File: src/nfr_pkg.sv
// nfr_pkg: constants and carrier types for the feature register bank
// assumes: one 250 MHz clock domain, serial link sampled as plain inputs
package nfr_pkg;
   // command opcodes
   localparam logic [7:0] NFR_OP_GET = 8'h0F;
   localparam logic [7:0] NFR_OP_SET = 8'h1F;
   localparam logic [7:0] NFR_OP_RESET = 8'hFF;
   localparam logic [7:0] NFR_OP_PROGRAM = 8'h10;
   localparam logic [7:0] NFR_OP_ERASE = 8'hD8;
   // register addresses
   localparam logic [7:0] NFR_ADDR_SEC0 = 8'h80;
   localparam logic [7:0] NFR_ADDR_SEC1 = 8'h84;
   localparam logic [7:0] NFR_ADDR_SEC2 = 8'h88;
   localparam logic [7:0] NFR_ADDR_SEC3 = 8'h8C;
   localparam logic [7:0] NFR_ADDR_PROT = 8'hA0;
   localparam logic [7:0] NFR_ADDR_CONF = 8'hB0;
   localparam logic [7:0] NFR_ADDR_STAT = 8'hC0;
   // protection register fields
   localparam int NFR_PR_LOCK = 0;
   localparam int NFR_PR_TB = 2;
   localparam int NFR_PR_LVL = 3;
   localparam int NFR_PR_GATE = 7;
   localparam logic [7:0] NFR_PR_WMASK = 8'hFD;
   localparam logic [7:0] NFR_PR_RESET = 8'h7C;
   // configuration register fields
   localparam int NFR_CF_QE = 0;
   localparam int NFR_CF_DRV = 1;
   localparam int NFR_CF_ECC = 4;
   localparam int NFR_CF_OTPE = 6;
   localparam int NFR_CF_OTPL = 7;
   localparam logic [7:0] NFR_CF_WMASK = 8'hD7;
   localparam logic [7:0] NFR_CF_RESET = 8'h10;
   // status register fields
   localparam int NFR_ST_OIP = 0;
   localparam int NFR_ST_WEL = 1;
   localparam int NFR_ST_EFAIL = 2;
   localparam int NFR_ST_PFAIL = 3;
   localparam int NFR_ST_ECCS = 4;
   // array geometry
   localparam int NFR_BLOCK_BITS = 11;
   localparam int NFR_LVL_BITS = 4;
   // reset busy time
   localparam int NFR_CLK_MHZ = 250;
   localparam int NFR_RESET_BUSY_NS = 400;
   localparam int NFR_RESET_BUSY_CYC = (NFR_RESET_BUSY_NS * NFR_CLK_MHZ) / 1000;

   typedef struct packed {
      logic [3:0] count;
   } nfr_ecc_t;

   typedef struct packed {
      logic [1:0] summary;
      nfr_ecc_t [3:0] sector;
   } nfr_ecc_result_t;

   typedef struct packed {
      logic valid;
      logic is_erase;
      logic [NFR_BLOCK_BITS-1:0] block;
   } nfr_array_req_t;
endpackage

File: src/nfr_regs.sv
// nfr_regs: feature register bank and block protection of a serial nand
// assumes: spi mode 0, link pins sampled by i_clock, host keeps busy rule
`timescale 1ns/1ps
module nfr_regs
   import nfr_pkg::*;
#(
   parameter int RESET_BUSY_CYC = NFR_RESET_BUSY_CYC
) (
   // clock and reset (power-on)
   input wire logic i_clock,
   input wire logic i_rst_n,
   // serial link
   input wire logic i_sclk,
   input wire logic i_cs_n,
   input wire logic i_mosi,
   input wire logic i_wp_n,
   output logic o_miso,
   output logic o_miso_oe,
   // straps and ecc engine
   input wire logic i_otp_locked,
   input wire nfr_ecc_result_t i_ecc_boot,
   // array command check
   input wire nfr_array_req_t i_array_req,
   output logic o_array_accept,
   output logic o_array_reject,
   // state view
   output logic [7:0] o_protection,
   output logic [7:0] o_configuration,
   output logic o_busy
);
   typedef enum logic [2:0] {
      NFR_S_BOOT, NFR_S_IDLE, NFR_S_OP, NFR_S_ADDR, NFR_S_DATA, NFR_S_SKIP
   } nfr_state_t;
   logic sclk_s, cs_n_s, mosi_s, wp_n_s;
   nfr_sync u_sclk (.i_clock(i_clock), .i_rst_n(i_rst_n), .i_pin(i_sclk),
      .o_level(sclk_s));
   nfr_sync #(.IDLE_LEVEL(1'b1)) u_cs (.i_clock(i_clock), .i_rst_n(i_rst_n),
      .i_pin(i_cs_n), .o_level(cs_n_s));
   nfr_sync u_mosi (.i_clock(i_clock), .i_rst_n(i_rst_n), .i_pin(i_mosi),
      .o_level(mosi_s));
   nfr_sync #(.IDLE_LEVEL(1'b1)) u_wp (.i_clock(i_clock), .i_rst_n(i_rst_n),
      .i_pin(i_wp_n), .o_level(wp_n_s));
   nfr_state_t st_q, st_d;
   logic sclk_q, sclk_d, miso_q, miso_d;
   logic [2:0] bit_q, bit_d;
   logic [7:0] sh_q, sh_d, op_q, op_d, addr_q, addr_d, tx_q, tx_d;
   logic [7:0] prot_q, prot_d, conf_q, conf_d, stat_q, stat_d;
   nfr_ecc_t [3:0] sec_q, sec_d;
   logic [15:0] busy_q, busy_d;
   logic acc_q, acc_d, rej_q, rej_d;
   logic rise, fall, prot_wr_ok;
   logic [7:0] byte_in, rd_val;
   logic [NFR_LVL_BITS-1:0] lvl;
   logic [NFR_BLOCK_BITS:0] span;
   logic hit;
   assign rise = sclk_s && !sclk_q;
   assign fall = !sclk_s && sclk_q;
   assign byte_in = {sh_q[6:0], mosi_s};
   assign lvl = prot_q[NFR_PR_LVL +: NFR_LVL_BITS];
   // protection register write permission
   always_comb begin
      if (prot_q[NFR_PR_LOCK]) begin
         prot_wr_ok = 1'b0;
      end else if (conf_q[NFR_CF_QE]) begin
         prot_wr_ok = 1'b1;
      end else begin
         prot_wr_ok = !prot_q[NFR_PR_GATE] || wp_n_s;
      end
   end
   // protected span from the level code
   always_comb begin
      span = '0;
      if (lvl[3:2] == 2'b11) begin
         span = (NFR_BLOCK_BITS+1)'(1) << NFR_BLOCK_BITS;
      end else if (lvl != 4'h0) begin
         span = (NFR_BLOCK_BITS+1)'(1) << (lvl - 4'h1);
      end
   end
   // bottom span counts up from block 0, top span down from the last
   assign hit = prot_q[NFR_PR_TB] ? ({1'b0, i_array_req.block} < span) :
      (({1'b0, i_array_req.block} + span) >
      (((NFR_BLOCK_BITS+1)'(1) << NFR_BLOCK_BITS) - 1'b1));
   always_comb begin
      case (addr_q)
         NFR_ADDR_PROT: rd_val = prot_q & NFR_PR_WMASK;
         NFR_ADDR_CONF: rd_val = conf_q & NFR_CF_WMASK;
         NFR_ADDR_STAT: rd_val = stat_q;
         NFR_ADDR_SEC0: rd_val = {4'h0, sec_q[0].count};
         NFR_ADDR_SEC1: rd_val = {4'h1, sec_q[1].count};
         NFR_ADDR_SEC2: rd_val = {4'h2, sec_q[2].count};
         NFR_ADDR_SEC3: rd_val = {4'h3, sec_q[3].count};
         default: rd_val = 8'h00;
      endcase
   end
   always_comb begin
      st_d = st_q;
      sclk_d = sclk_s;
      bit_d = bit_q;
      sh_d = sh_q;
      op_d = op_q;
      addr_d = addr_q;
      tx_d = tx_q;
      miso_d = miso_q;
      prot_d = prot_q;
      conf_d = conf_q;
      stat_d = stat_q;
      sec_d = sec_q;
      busy_d = busy_q;
      acc_d = 1'b0;
      rej_d = 1'b0;
      // reset busy count; flag drops at zero
      if (busy_q != 16'h0) begin
         busy_d = busy_q - 16'h1;
         if (busy_q == 16'h1) begin
            stat_d[NFR_ST_OIP] = 1'b0;
         end
      end
      // array requests gated by protection
      if (i_array_req.valid) begin
         if (hit && span != '0) begin
            rej_d = 1'b1;
            if (i_array_req.is_erase) begin
               stat_d[NFR_ST_EFAIL] = 1'b1;
            end else begin
               stat_d[NFR_ST_PFAIL] = 1'b1;
            end
         end else begin
            acc_d = 1'b1;
         end
      end
      case (st_q)
         NFR_S_BOOT: begin
            // power-up defaults and strap capture after release
            prot_d = NFR_PR_RESET;
            conf_d = NFR_CF_RESET;
            conf_d[NFR_CF_OTPL] = i_otp_locked;
            stat_d = {2'b00, i_ecc_boot.summary, 4'h0};
            sec_d = i_ecc_boot.sector;
            st_d = NFR_S_IDLE;
         end
         NFR_S_IDLE: begin
            bit_d = 3'h0;
            if (!cs_n_s) begin
               st_d = NFR_S_OP;
            end
         end
         NFR_S_OP, NFR_S_ADDR, NFR_S_DATA: begin
            if (rise) begin
               sh_d = byte_in;
               bit_d = bit_q + 3'h1;
               if (bit_q == 3'h7) begin
                  if (st_q == NFR_S_OP) begin
                     op_d = byte_in;
                     if (byte_in == NFR_OP_GET || byte_in == NFR_OP_SET) begin
                        st_d = NFR_S_ADDR;
                     end else if (byte_in == NFR_OP_RESET) begin
                        // reset keeps feature bits
                        stat_d = 8'h01;
                        // a same-cycle refusal keeps its fail flag
                        stat_d[NFR_ST_EFAIL] = rej_d && i_array_req.is_erase;
                        stat_d[NFR_ST_PFAIL] = rej_d && !i_array_req.is_erase;
                        sec_d = '0;
                        busy_d = 16'(RESET_BUSY_CYC);
                        st_d = NFR_S_SKIP;
                     end else begin
                        st_d = NFR_S_SKIP;
                     end
                  end else if (st_q == NFR_S_ADDR) begin
                     addr_d = byte_in;
                     st_d = NFR_S_DATA;
                  end else if (op_q == NFR_OP_SET) begin
                     case (addr_q)
                        NFR_ADDR_PROT: begin
                           if (prot_wr_ok) begin
                              prot_d = byte_in & NFR_PR_WMASK;
                           end
                        end
                        NFR_ADDR_CONF: begin
                           conf_d = (conf_q & ~NFR_CF_WMASK) |
                              (byte_in & NFR_CF_WMASK);
                           // otp lock only sets, never clears
                           conf_d[NFR_CF_OTPL] = conf_q[NFR_CF_OTPL] |
                              byte_in[NFR_CF_OTPL];
                        end
                        default: begin
                        end
                     endcase
                     st_d = NFR_S_SKIP;
                  end
               end
            end
            // a get feature loads the byte at the fall after the address
            if (st_q == NFR_S_DATA && op_q == NFR_OP_GET && fall) begin
               tx_d = (bit_q == 3'h0) ? {rd_val[6:0], 1'b0} :
                  {tx_q[6:0], 1'b0};
               miso_d = (bit_q == 3'h0) ? rd_val[7] : tx_q[7];
            end
            if (cs_n_s) begin
               st_d = NFR_S_IDLE;
            end
         end
         NFR_S_SKIP: begin
            if (cs_n_s) begin
               st_d = NFR_S_IDLE;
            end
         end
         default: st_d = NFR_S_IDLE;
      endcase
   end
   always_ff @(posedge i_clock) begin
      if (!i_rst_n) begin
         st_q <= NFR_S_BOOT;
         sclk_q <= 1'b0;
         bit_q <= 3'h0;
         sh_q <= 8'h00;
         op_q <= 8'h00;
         addr_q <= 8'h00;
         tx_q <= 8'h00;
         miso_q <= 1'b0;
         prot_q <= NFR_PR_RESET;
         conf_q <= NFR_CF_RESET;
         stat_q <= 8'h00;
         sec_q <= '0;
         busy_q <= 16'h0;
         acc_q <= 1'b0;
         rej_q <= 1'b0;
      end else begin
         st_q <= st_d;
         sclk_q <= sclk_d;
         bit_q <= bit_d;
         sh_q <= sh_d;
         op_q <= op_d;
         addr_q <= addr_d;
         tx_q <= tx_d;
         miso_q <= miso_d;
         prot_q <= prot_d;
         conf_q <= conf_d;
         stat_q <= stat_d;
         sec_q <= sec_d;
         busy_q <= busy_d;
         acc_q <= acc_d;
         rej_q <= rej_d;
      end
   end
   assign o_miso = miso_q;
   assign o_miso_oe = (st_q == NFR_S_DATA) && (op_q == NFR_OP_GET) && !cs_n_s;
   assign o_protection = prot_q & NFR_PR_WMASK;
   assign o_configuration = conf_q & NFR_CF_WMASK;
   assign o_busy = stat_q[NFR_ST_OIP];
   assign o_array_accept = acc_q;
   assign o_array_reject = rej_q;
   // assertions
   property p_lock_freeze;
      @(posedge i_clock) disable iff (!i_rst_n)
      (st_q != NFR_S_BOOT && prot_q[NFR_PR_LOCK]) |=> $stable(prot_q);
   endproperty
   a_lock_freeze: assert property (p_lock_freeze)
      else $error("protection changed under lockdown");
   property p_gate_block;
      @(posedge i_clock) disable iff (!i_rst_n)
      (st_q != NFR_S_BOOT && !prot_q[NFR_PR_LOCK] && !conf_q[NFR_CF_QE] &&
         prot_q[NFR_PR_GATE] && !wp_n_s) |=> $stable(prot_q);
   endproperty
   a_gate_block: assert property (p_gate_block)
      else $error("protection writable with gate set and pin low");
   property p_quad_open;
      @(posedge i_clock) disable iff (!i_rst_n)
      (st_q == NFR_S_DATA && op_q == NFR_OP_SET && addr_q == NFR_ADDR_PROT &&
         rise && bit_q == 3'h7 && !prot_q[NFR_PR_LOCK] && conf_q[NFR_CF_QE])
         |=> (prot_q == ($past(byte_in) & NFR_PR_WMASK));
   endproperty
   a_quad_open: assert property (p_quad_open)
      else $error("protection blocked in quad mode");
   property p_boot_defaults;
      @(posedge i_clock) disable iff (!i_rst_n)
      (st_q == NFR_S_BOOT) |=> (prot_q == NFR_PR_RESET);
   endproperty
   a_boot_defaults: assert property (p_boot_defaults)
      else $error("protection default wrong after power up");
   property p_boot_conf;
      @(posedge i_clock) disable iff (!i_rst_n)
      (st_q == NFR_S_BOOT) |=> (conf_q[5:0] == NFR_CF_RESET[5:0]);
   endproperty
   a_boot_conf: assert property (p_boot_conf)
      else $error("configuration default wrong after power up");
   property p_reset_keeps;
      @(posedge i_clock) disable iff (!i_rst_n)
      (busy_q == 16'(RESET_BUSY_CYC)) |-> $stable(prot_q) && $stable(conf_q);
   endproperty
   a_reset_keeps: assert property (p_reset_keeps)
      else $error("reset command altered feature bits");
   property p_busy_ends;
      @(posedge i_clock) disable iff (!i_rst_n)
      (busy_q == 16'h1) |=> !stat_q[NFR_ST_OIP];
   endproperty
   a_busy_ends: assert property (p_busy_ends)
      else $error("busy flag stuck after reset");
   property p_reset_clears;
      @(posedge i_clock) disable iff (!i_rst_n)
      (busy_q == 16'(RESET_BUSY_CYC)) |-> (sec_q == '0) &&
         (stat_q[7:1] == 7'h00 || $past(i_array_req.valid));
   endproperty
   a_reset_clears: assert property (p_reset_clears)
      else $error("reset did not clear status");
   property p_reject;
      @(posedge i_clock) disable iff (!i_rst_n)
      (i_array_req.valid && hit && span != '0) |=> o_array_reject &&
         !o_array_accept;
   endproperty
   a_reject: assert property (p_reject)
      else $error("protected block accepted");
   property p_level_zero;
      @(posedge i_clock) disable iff (!i_rst_n)
      (i_array_req.valid && lvl == 4'h0) |=> o_array_accept;
   endproperty
   a_level_zero: assert property (p_level_zero)
      else $error("level zero protected a block");
endmodule

File: src/nfr_sync.sv
// nfr_sync: three-stage synchroniser with agree-on-two filter
// assumes: input is asynchronous to i_clock
`timescale 1ns/1ps
module nfr_sync #(
   // pin level while idle, loaded at reset so no false edge follows
   parameter logic IDLE_LEVEL = 1'b0
) (
   // clock and reset
   input wire logic i_clock,
   input wire logic i_rst_n,
   // pin
   input wire logic i_pin,
   // filtered level
   output logic o_level
);
   logic [2:0] sh_q, sh_d;
   logic lvl_q, lvl_d;

   always_comb begin
      sh_d = {sh_q[1:0], i_pin};
      lvl_d = lvl_q;
      // stage 0 feeds stage 1 only; stages 1 and 2 must agree
      if (sh_q[1] == sh_q[2]) begin
         lvl_d = sh_q[2];
      end
   end

   always_ff @(posedge i_clock) begin
      if (!i_rst_n) begin
         sh_q <= {3{IDLE_LEVEL}};
         lvl_q <= IDLE_LEVEL;
      end else begin
         sh_q <= sh_d;
         lvl_q <= lvl_d;
      end
   end

   assign o_level = lvl_q;
endmodule

File: config.mk
export PLATFORM = sky130hd
export DESIGN_NAME = nfr_regs
export DESIGN_NICKNAME = d
export VERILOG_FILES = /design/src/nfr_pkg.sv /design/src/nfr_regs.sv /design/src/nfr_sync.sv
export SDC_FILE = /design/constraint.sdc
export NUM_CORES = 1
export LEC_CHECK = 0
export CAP_MARGIN = 20
export CORE_MARGIN = 8
export CORE_UTILIZATION = 55
export DETAILED_ROUTE_END_ITERATION = 8
export DONT_BUFFER_PORTS = 1
export PLACE_DENSITY = 0.77
export SLEW_MARGIN = 20
export SYNTH_ARGS = -nofsm -noshare
export SYNTH_HDL_FRONTEND = slang
export SYNTH_SLANG_ARGS = --single-unit
File: constraint.sdc
create_clock -name i_clock -period 3.4 [get_ports i_clock]
set_clock_uncertainty 0.2 [all_clocks]
set_input_delay 0.51 -clock i_clock [delete_from_list [all_inputs] [get_ports i_clock]]
set_output_delay 0.51 -clock i_clock [all_outputs]
set_load 0.02 [all_outputs]
After elaboration in Yosys (flattened, before gate mapping)

Cells that the tools add are included.

Register bits after elaboration: 113
Output and inout port bits: 21
Input bits: 38
Logic and storage cells: 173

Bitwise logic cells: 3
$add $sub $neg: 4
Shift-type cells: 1
Multiplexer cells: 63
Order comparisons: 2
Eq/ne operators: 40
Reductions and logical operators: 33

Operator list:

| cell                    | number |
|---|---|
| $mux W16                | 12 |
| $mux W8                 | 19 |
| $eq A8 B8 Y1 const B    | 8 |
| $pmux W8 S7             | 1 |
| $pmux W8 S2             | 3 |
| $pmux W16 S2            | 1 |
| $mux W3                 | 10 |
| $mux W12                | 2 |
| $ne A2 B2 Y1 const B    | 10 |
| $eq A16 B1 Y1 const B   | 1 |
| $eq A8 B4 Y1 const B    | 2 |
| $eq A8 B5 Y1 const B    | 2 |
| $reduce_bool A16 Y1     | 1 |
| $sub A16 B1 Y16 const B | 1 |
| $add A11 B12 Y12        | 1 |
| $gt A12 B11 Y1 const B  | 1 |
| $lt A11 B12 Y1          | 1 |
| $reduce_bool A12 Y1     | 1 |
| $shl A1 B4 Y12 const A  | 1 |
| $mux W1                 | 11 |
| $reduce_and A5 Y1       | 2 |
| $eq A3 B3 Y1 const B    | 3 |
| $pmux W3 S3             | 1 |
| $logic_and A1 B1 Y1     | 8 |
| other kinds (25)        | 43 |

Logic depth before layout (Yosys ltp)

Depth after elaboration: 17
Gate-level depth with buffers: 11
Mapped depth without buffers: 10

Modules after synthesis

A second synthesis with hierarchy kept.

Cells, all modules: 624
Area, all modules: 5447.7 um^2

Modules (own cells, without submodules):

| module                 | area an instance (um^2) | cells each | sequential area each (um^2) | times used |
|---|---|---|---|---|
| nfr_regs               | 4989.8                  | 584        | 1801.7                      | 1 |
| nfr_sync at u_mosi ... | 116.4                   | 10         | 80.1                        | 2 |
| nfr_sync at u_cs ...   | 112.6                   | 10         | 80.1                        | 2 |

Least setup slack after synthesis

Ideal clock, no wire load.

Path type: register to register
Start: register prot_q[4]
End: register rej_q, in the netlist o_array_reject
Data arrival time: 2.463 ns
Library setup time: 0.132 ns
Path buffers: 1
Slack: 0.605 ns
Clock period less this slack: 2.795 ns
Stages on the path, launching flop included: 10
Data required time: 3.068 ns
Cells stage by stage: dfxtp_1 clkbuf_1 nor2b_1 nand2_1 ha_1 o311ai_0 a31o_2 a2111oi_2 mux2i_1 a21boi_0

Cells in the longest elaborated chain, start to end: 10
Elaborated cells between the ends (all ways): 13
Classes of those cells: add/sub: 2; order compare: 2; shift: 1; mux: 5; reduce/logical: 3

Ends and longest elaborated chain:

| element                  | line            | source |
|---|---|---|
| start: declaration       | nfr_regs.sv:47  | `logic [7:0] prot_q, prot_d, conf_q, conf_d, stat_q, stat_d;` |
| start signal: assignment | nfr_regs.sv:236 | `prot_q <= prot_d;` |
| $sub A4 B1 Y4            | nfr_regs.sv:76  | `span = (NFR_BLOCK_BITS+1)'(1) << (lvl - 4'h1);` |
| $shl A1 B4 Y12           | nfr_regs.sv:76  |  |
| $mux W12 *               | nfr_regs.sv:75  | `end else if (lvl != 4'h0) begin` |
| $mux W12 *               | nfr_regs.sv:73  | `if (lvl[3:2] == 2'b11) begin` |
| $add A11 B12 Y12         | nfr_regs.sv:81  | `(({1'b0, i_array_req.block} + span) >` |
| $gt A12 B11 Y1           | nfr_regs.sv:81  |  |
| $mux W1                  | nfr_regs.sv:80  | `assign hit = prot_q[NFR_PR_TB] ? ({1'b0, i_array_req.block} < span) :` |
| $logic_and A1 B1 Y1 *    | nfr_regs.sv:120 | `if (hit && span != '0) begin` |
| $mux W1 *                | nfr_regs.sv:120 |  |
| $mux W1 *                | nfr_regs.sv:119 | `if (i_array_req.valid) begin` |
| end signal: assignment   | nfr_regs.sv:242 | `rej_q <= rej_d;` |
| end: declaration         | nfr_regs.sv:50  | `logic acc_q, acc_d, rej_q, rej_d;` |

Mark *: on every way between the ends. The rest lies on a longest branch, timed or not.
A chain may end at the register's enable or synchronous reset.

Worst setup path after layout

Start: register prot_q[5]
End: register rej_q, in the netlist o_array_reject

Cells in the longest elaborated chain, start to end: 10
Elaborated cells between the ends (all ways): 14
Classes of those cells: add/sub: 2; order compare: 2; eq/ne: 1; shift: 1; mux: 5; reduce/logical: 3

Ends and longest elaborated chain:

| element               | line |
|---|---|
| $sub A4 B1 Y4         | nfr_regs.sv:76 |
| $shl A1 B4 Y12        | nfr_regs.sv:76 |
| $mux W12              | nfr_regs.sv:75 |
| $mux W12 *            | nfr_regs.sv:73 |
| $add A11 B12 Y12      | nfr_regs.sv:81 |
| $gt A12 B11 Y1        | nfr_regs.sv:81 |
| $mux W1               | nfr_regs.sv:80 |
| $logic_and A1 B1 Y1 * | nfr_regs.sv:120 |
| $mux W1 *             | nfr_regs.sv:120 |
| $mux W1 *             | nfr_regs.sv:119 |

Marked as above.

==> summary.md <==
| Metric | Value |
|---|---|
| Proportion of layout cells with a drive suffix above 1 | `0.06179` |
| Number of top-level pins | `59` |
| Class of the worst hold path | `input port to register` |
| Minimum clock period | `2.841 ns` |
| Number of vias per cell | `5.695` |
| Number of cells on the worst reg-to-reg path | `9` |
| Worst setup path end | `o_array_reject$_SDFF_PN0_` |
| Cell type of the slowest stage on the worst timing path | `sky130_fd_sc_hd__a2111oi_2` |
| Y dimension of the die | `115.0 microns` |
| Number of nets with antenna violations after routing | `0` |
| Total congestion overflow after global routing | `0` |
| Element type at the critical path start | `register` |
| Worst path depth | `9` |
| Placeable core region | `9639 sq um` |
| Die Area | `13,230 sq um` |
| Slack of the worst reg-to-reg path | `0.56 ns` |
| Via count | `4,260` |
| Worst-path clk slew | `0.11 ns` |
| Worst voltage drop across the vdd grid | `0.0002790 V` |
| Count of unique library cells instantiated by Yosys | `64` |
| Sequential share of power | `0.494` |
| Slowest Stage Delay on Critical Path | `0.49 ns` |
| HPWL reported at the end of detailed placement | `8.544 mm` |
| Hold_ws | `0.02357 ns` |
| Crit end category | `register` |
| CTS tree | `built` |
| Total routed wirelength | `11.96 mm` |
| Leakage power figure | `2.307 nW` |
| Proportion of netlist area held by the largest area contributor | `0.3933` |
| Fraction of the yosys area taken by sequential cells | `0.3933` |
| Switching power | `0.8364 mW` |
| # Max-Cap Violations | `0` |
| Dominant cells by area after synthesis | `sky130_fd_sc_hd__dfxtp_1, sky130_fd_sc_hd__mux2i_1, sky130_fd_sc_hd__ha_1` |
| Largest delay share family, worst path | `compound AO/OA/AOI/OAI gates` |
| Routed length on met1 | `5.083 mm` |
| Worst-Skew Late Latency | `0.38 ns` |
| Drt first pass iters | `5` |
| H-tree lvl count | `3` |
| Met3 routed WL | `681 microns` |
| Power per unit of standard cell area | `500.9 nW/um^2` |
| Maximum number of pins on one net before global-route repair | `83` |
| Layout fillers | `853` |
| Share of synthesized registers carrying an async set or reset | `0` |
| Cells along the critical path | `buf_4, nor2b_1, nand2_1, ha_1, nor3_1, a31o_2, a2111oi_2, mux2i_1, a21boi_0` |
| Portion of total power attributed to the clock network | `0.311` |
| Highest metal used | `met4` |
| Number of standard cells after synthesis | `621` |
| Number of storage elements in the synthesis netlist | `106` |
| Clock tree root buffer cell | `sky130_fd_sc_hd__clkbuf_8` |
| Dominant cell type by area after synthesis | `sky130_fd_sc_hd__dfxtp_1` |
| Number of global-route vias before repair | `4,103` |
| Width of the die | `115.0 microns` |
| Pin slew with the least headroom to its limit | `0.7136 ns` |
| CP Max Fanout | `6` |
| Antenna Cells | `0` |
| Run status | `finished clean` |
| Maximum clock rate | `0.3520 GHz` |
| Quantity of I/O buffers inserted on ports | `0` |
| Count of buffering cells on the critical path with inverters included | `1` |
| Setup repair after global routing missed its margin | `false` |
| Final weighted congestion in routability-driven placement | `0.8677` |
| Gate power share | `0.195` |
| Netlist area before placement | `5395 sq um` |
| Final max-slew violation count | `0` |
| Most used flip-flop cell after synthesis | `sky130_fd_sc_hd__dfxtp_1` |
| Power Internal | `2.034 mW` |
| FP Rows | `36` |
| Mean routed wirelength per cell | `15.98 microns` |
| Iter 0 DRT Violations | `366` |
| Number of antenna violations at the first check in global routing | `0` |
| Signed area change from the synthesized netlist to the final layout | `6.215%` |
| Net count of the finished layout | `676` |
| Type of the setup path with the least slack | `register to register` |
| Crit path required time | `3.47 ns` |
| Net switching fraction of the power | `0.2914` |
| Portion of the clock cycle consumed by the worst path in the final layout | `0.8355` |
| Total Neg Setup Slack | `0 ns` |
| Total of endpoints with negative setup slack in the final report | `0` |
| Buffers inserted by post-CTS timing repair | `0` |
| Maximum clock path buffer count | `2` |
| Startpoint of the worst-slack reg-to-reg timing path | `prot_q[5]$_SDFFE_PN1P_` |
| Final hold vios | `0` |
| Number of enable-type register cells in the synthesized netlist | `0` |
| Total global-route track usage | `0.1846` |
| Worst max-slew margin expressed relative to the limit | `0.5207` |
| Number of DRC violations after detailed routing | `0` |
| Avg Inst Size Synth | `8.688 sq um` |
| Warnings, synthesis | `0` |
| Clk sink count | `106` |
| Critical Path Start | `prot_q[5]$_SDFFE_PN1P_` |
| Arrival time reported for the critical path endpoint | `2.91 ns` |
| First-pass GRT wire length | `19.71 mm` |
| Number of buffers created by CTS | `9` |
| Routed length on met2 | `5.852 mm` |
| Starting density of the core | `0.5597` |
| Reg-to-reg critical path endpoint | `o_array_reject$_SDFF_PN0_` |
metrics by stage:
stage	setup WS [ns]	cells	cell area (sq um)	total power [mW]	utilization
after floorplan	0.6052	623	5403	1.958	-
after global placement	0.6575	730	5477	1.970	0.5681
after detailed placement	0.5800	730	5477	1.994	0.5681
after CTS	0.5650	748	5731	2.887	0.5945
after global routing	0.3557	748	5731	3.029	0.5945
final	0.5593	748	5731	2.870	0.5945
final cells by class:
class                      count  area (sq um)  area share
inverter                      25         93.84     0.01638
tap                          133         166.4     0.02904
clock buffer                   9         123.9     0.02162
timing repair buffer           9         72.57     0.01266
multi-input combinational    459          3042      0.5308
sequential                   106          2122      0.3703
clock inverter                 7         110.1     0.01921
how the worst min path moves through the flow:
stage                            start                   endpoint  slack, ns  cells past startpoint
2_1_floorplan  u_cs.sh_q[0]$_SDFF_PN1_    u_cs.sh_q[1]$_SDFF_PN1_       0.19                      1
3_3_place_gp   u_wp.sh_q[0]$_SDFF_PN1_    u_wp.sh_q[1]$_SDFF_PN1_       0.19                      1
3_5_place_dp   u_wp.sh_q[0]$_SDFF_PN1_    u_wp.sh_q[1]$_SDFF_PN1_       0.20                      1
4_1_cts                        i_rst_n  u_cs.o_level$_SDFFE_PN1N_     0.0007                      1
5_1_grt                        i_rst_n    u_cs.sh_q[0]$_SDFF_PN1_       0.02                      1
6_report                        i_wp_n    u_wp.sh_q[0]$_SDFF_PN1_       0.02                      1
placed cells by master, fill, tap and decap left out, types with 8 or more instances in the layout:
cell type | Yosys | layout
sky130_fd_sc_hd__nor3_1 | 12 | 12
sky130_fd_sc_hd__a21boi_0 | 23 | 23
sky130_fd_sc_hd__mux2i_1 | 38 | 38
sky130_fd_sc_hd__a31oi_1 | 8 | 8
sky130_fd_sc_hd__clkbuf_8 | 0 | 9
sky130_fd_sc_hd__and2_1 | 10 | 10
sky130_fd_sc_hd__nor2b_1 | 42 | 42
sky130_fd_sc_hd__dfxtp_1 | 106 | 106
sky130_fd_sc_hd__inv_1 | 25 | 25
sky130_fd_sc_hd__nand3_1 | 30 | 30
sky130_fd_sc_hd__a21oi_1 | 29 | 29
sky130_fd_sc_hd__nand2b_1 | 16 | 16
sky130_fd_sc_hd__nand2_1 | 66 | 66
sky130_fd_sc_hd__o21ai_0 | 19 | 19
sky130_fd_sc_hd__nor2_1 | 35 | 35
sky130_fd_sc_hd__ha_1 | 28 | 28
cells by family after synthesis:
family / after synthesis / synth area share
AND/OR/NAND/NOR: 253 / 0.2526
multiplexers: 40 / 0.07467
AO/OA/AOI/OAI: 122 / 0.1484
buffers and inverters: 58 / 0.04430
other: 1 / 0.0006951
XOR/XNOR: 13 / 0.02110
adder cells (fa/ha/maj): 28 / 0.06494
flip-flops: 106 / 0.3933
sequential cells by signal, indices dropped and copies added (netlist names), 5 cells and up:
register,cells
op_q,8
sh_q,7
conf_q,6
busy_q,16
addr_q,8
sec_q,16
tx_q,7
stat_q,5
prot_q,7
worst register-to-register path: cells and delay by family (launching register included):
| family | cells | cell delay (ns) |
|---|---|---|
| AO/OA/AOI/OAI | 3 | 0.87 |
| AND/OR/NAND/NOR | 3 | 0.42 |
| flip-flops | 1 | 0.38 |
| adder cells (fa/ha/maj) | 1 | 0.36 |
| multiplexers | 1 | 0.31 |
| buffers and inverters | 1 | 0.19 |
power groups by stage:
stage          Combinational, mW  Sequential (mW)  Clock (mW)
2_1_floorplan              0.531             1.43           0
3_3_place_gp               0.528             1.44           0
3_5_place_dp               0.546             1.45           0
4_1_cts                    0.556             1.42       0.911
5_1_grt                    0.631             1.44       0.964
6_report                   0.559             1.42       0.892
metal layers:
metal	up-vias	global-route usage
li1	2139	-
met1	1997	0.2140
met2	98	0.3145
met3	26	0.04622
met4	0	0.08319
met5	-	0
Yosys cell counts, types with 5 or more instances:
library cell	n
sky130_fd_sc_hd__a21boi_0	23
sky130_fd_sc_hd__clkbuf_1	24
sky130_fd_sc_hd__a21o_1	5
sky130_fd_sc_hd__nand2b_1	16
sky130_fd_sc_hd__inv_1	25
sky130_fd_sc_hd__nor4b_1	5
sky130_fd_sc_hd__a31oi_1	8
sky130_fd_sc_hd__mux2i_1	38
sky130_fd_sc_hd__o22ai_1	7
sky130_fd_sc_hd__dfxtp_1	106
sky130_fd_sc_hd__nor3_1	12
sky130_fd_sc_hd__nand2_1	66
sky130_fd_sc_hd__nor2b_1	42
sky130_fd_sc_hd__xor2_1	6
sky130_fd_sc_hd__nor4_1	6
sky130_fd_sc_hd__a21oi_1	29
sky130_fd_sc_hd__and2_1	10
sky130_fd_sc_hd__ha_1	28
sky130_fd_sc_hd__nand3_1	30
sky130_fd_sc_hd__nand4_1	7
sky130_fd_sc_hd__nor2_1	35
sky130_fd_sc_hd__o21ai_0	19
sky130_fd_sc_hd__xnor2_1	7
repair_timing:
item | in CTS | in global routing
gates resized for setup | 0 | 0
hold endpoints to repair | 10 | 0
hold buffers | 2 | 0
(Power assumes the default switching activity.)
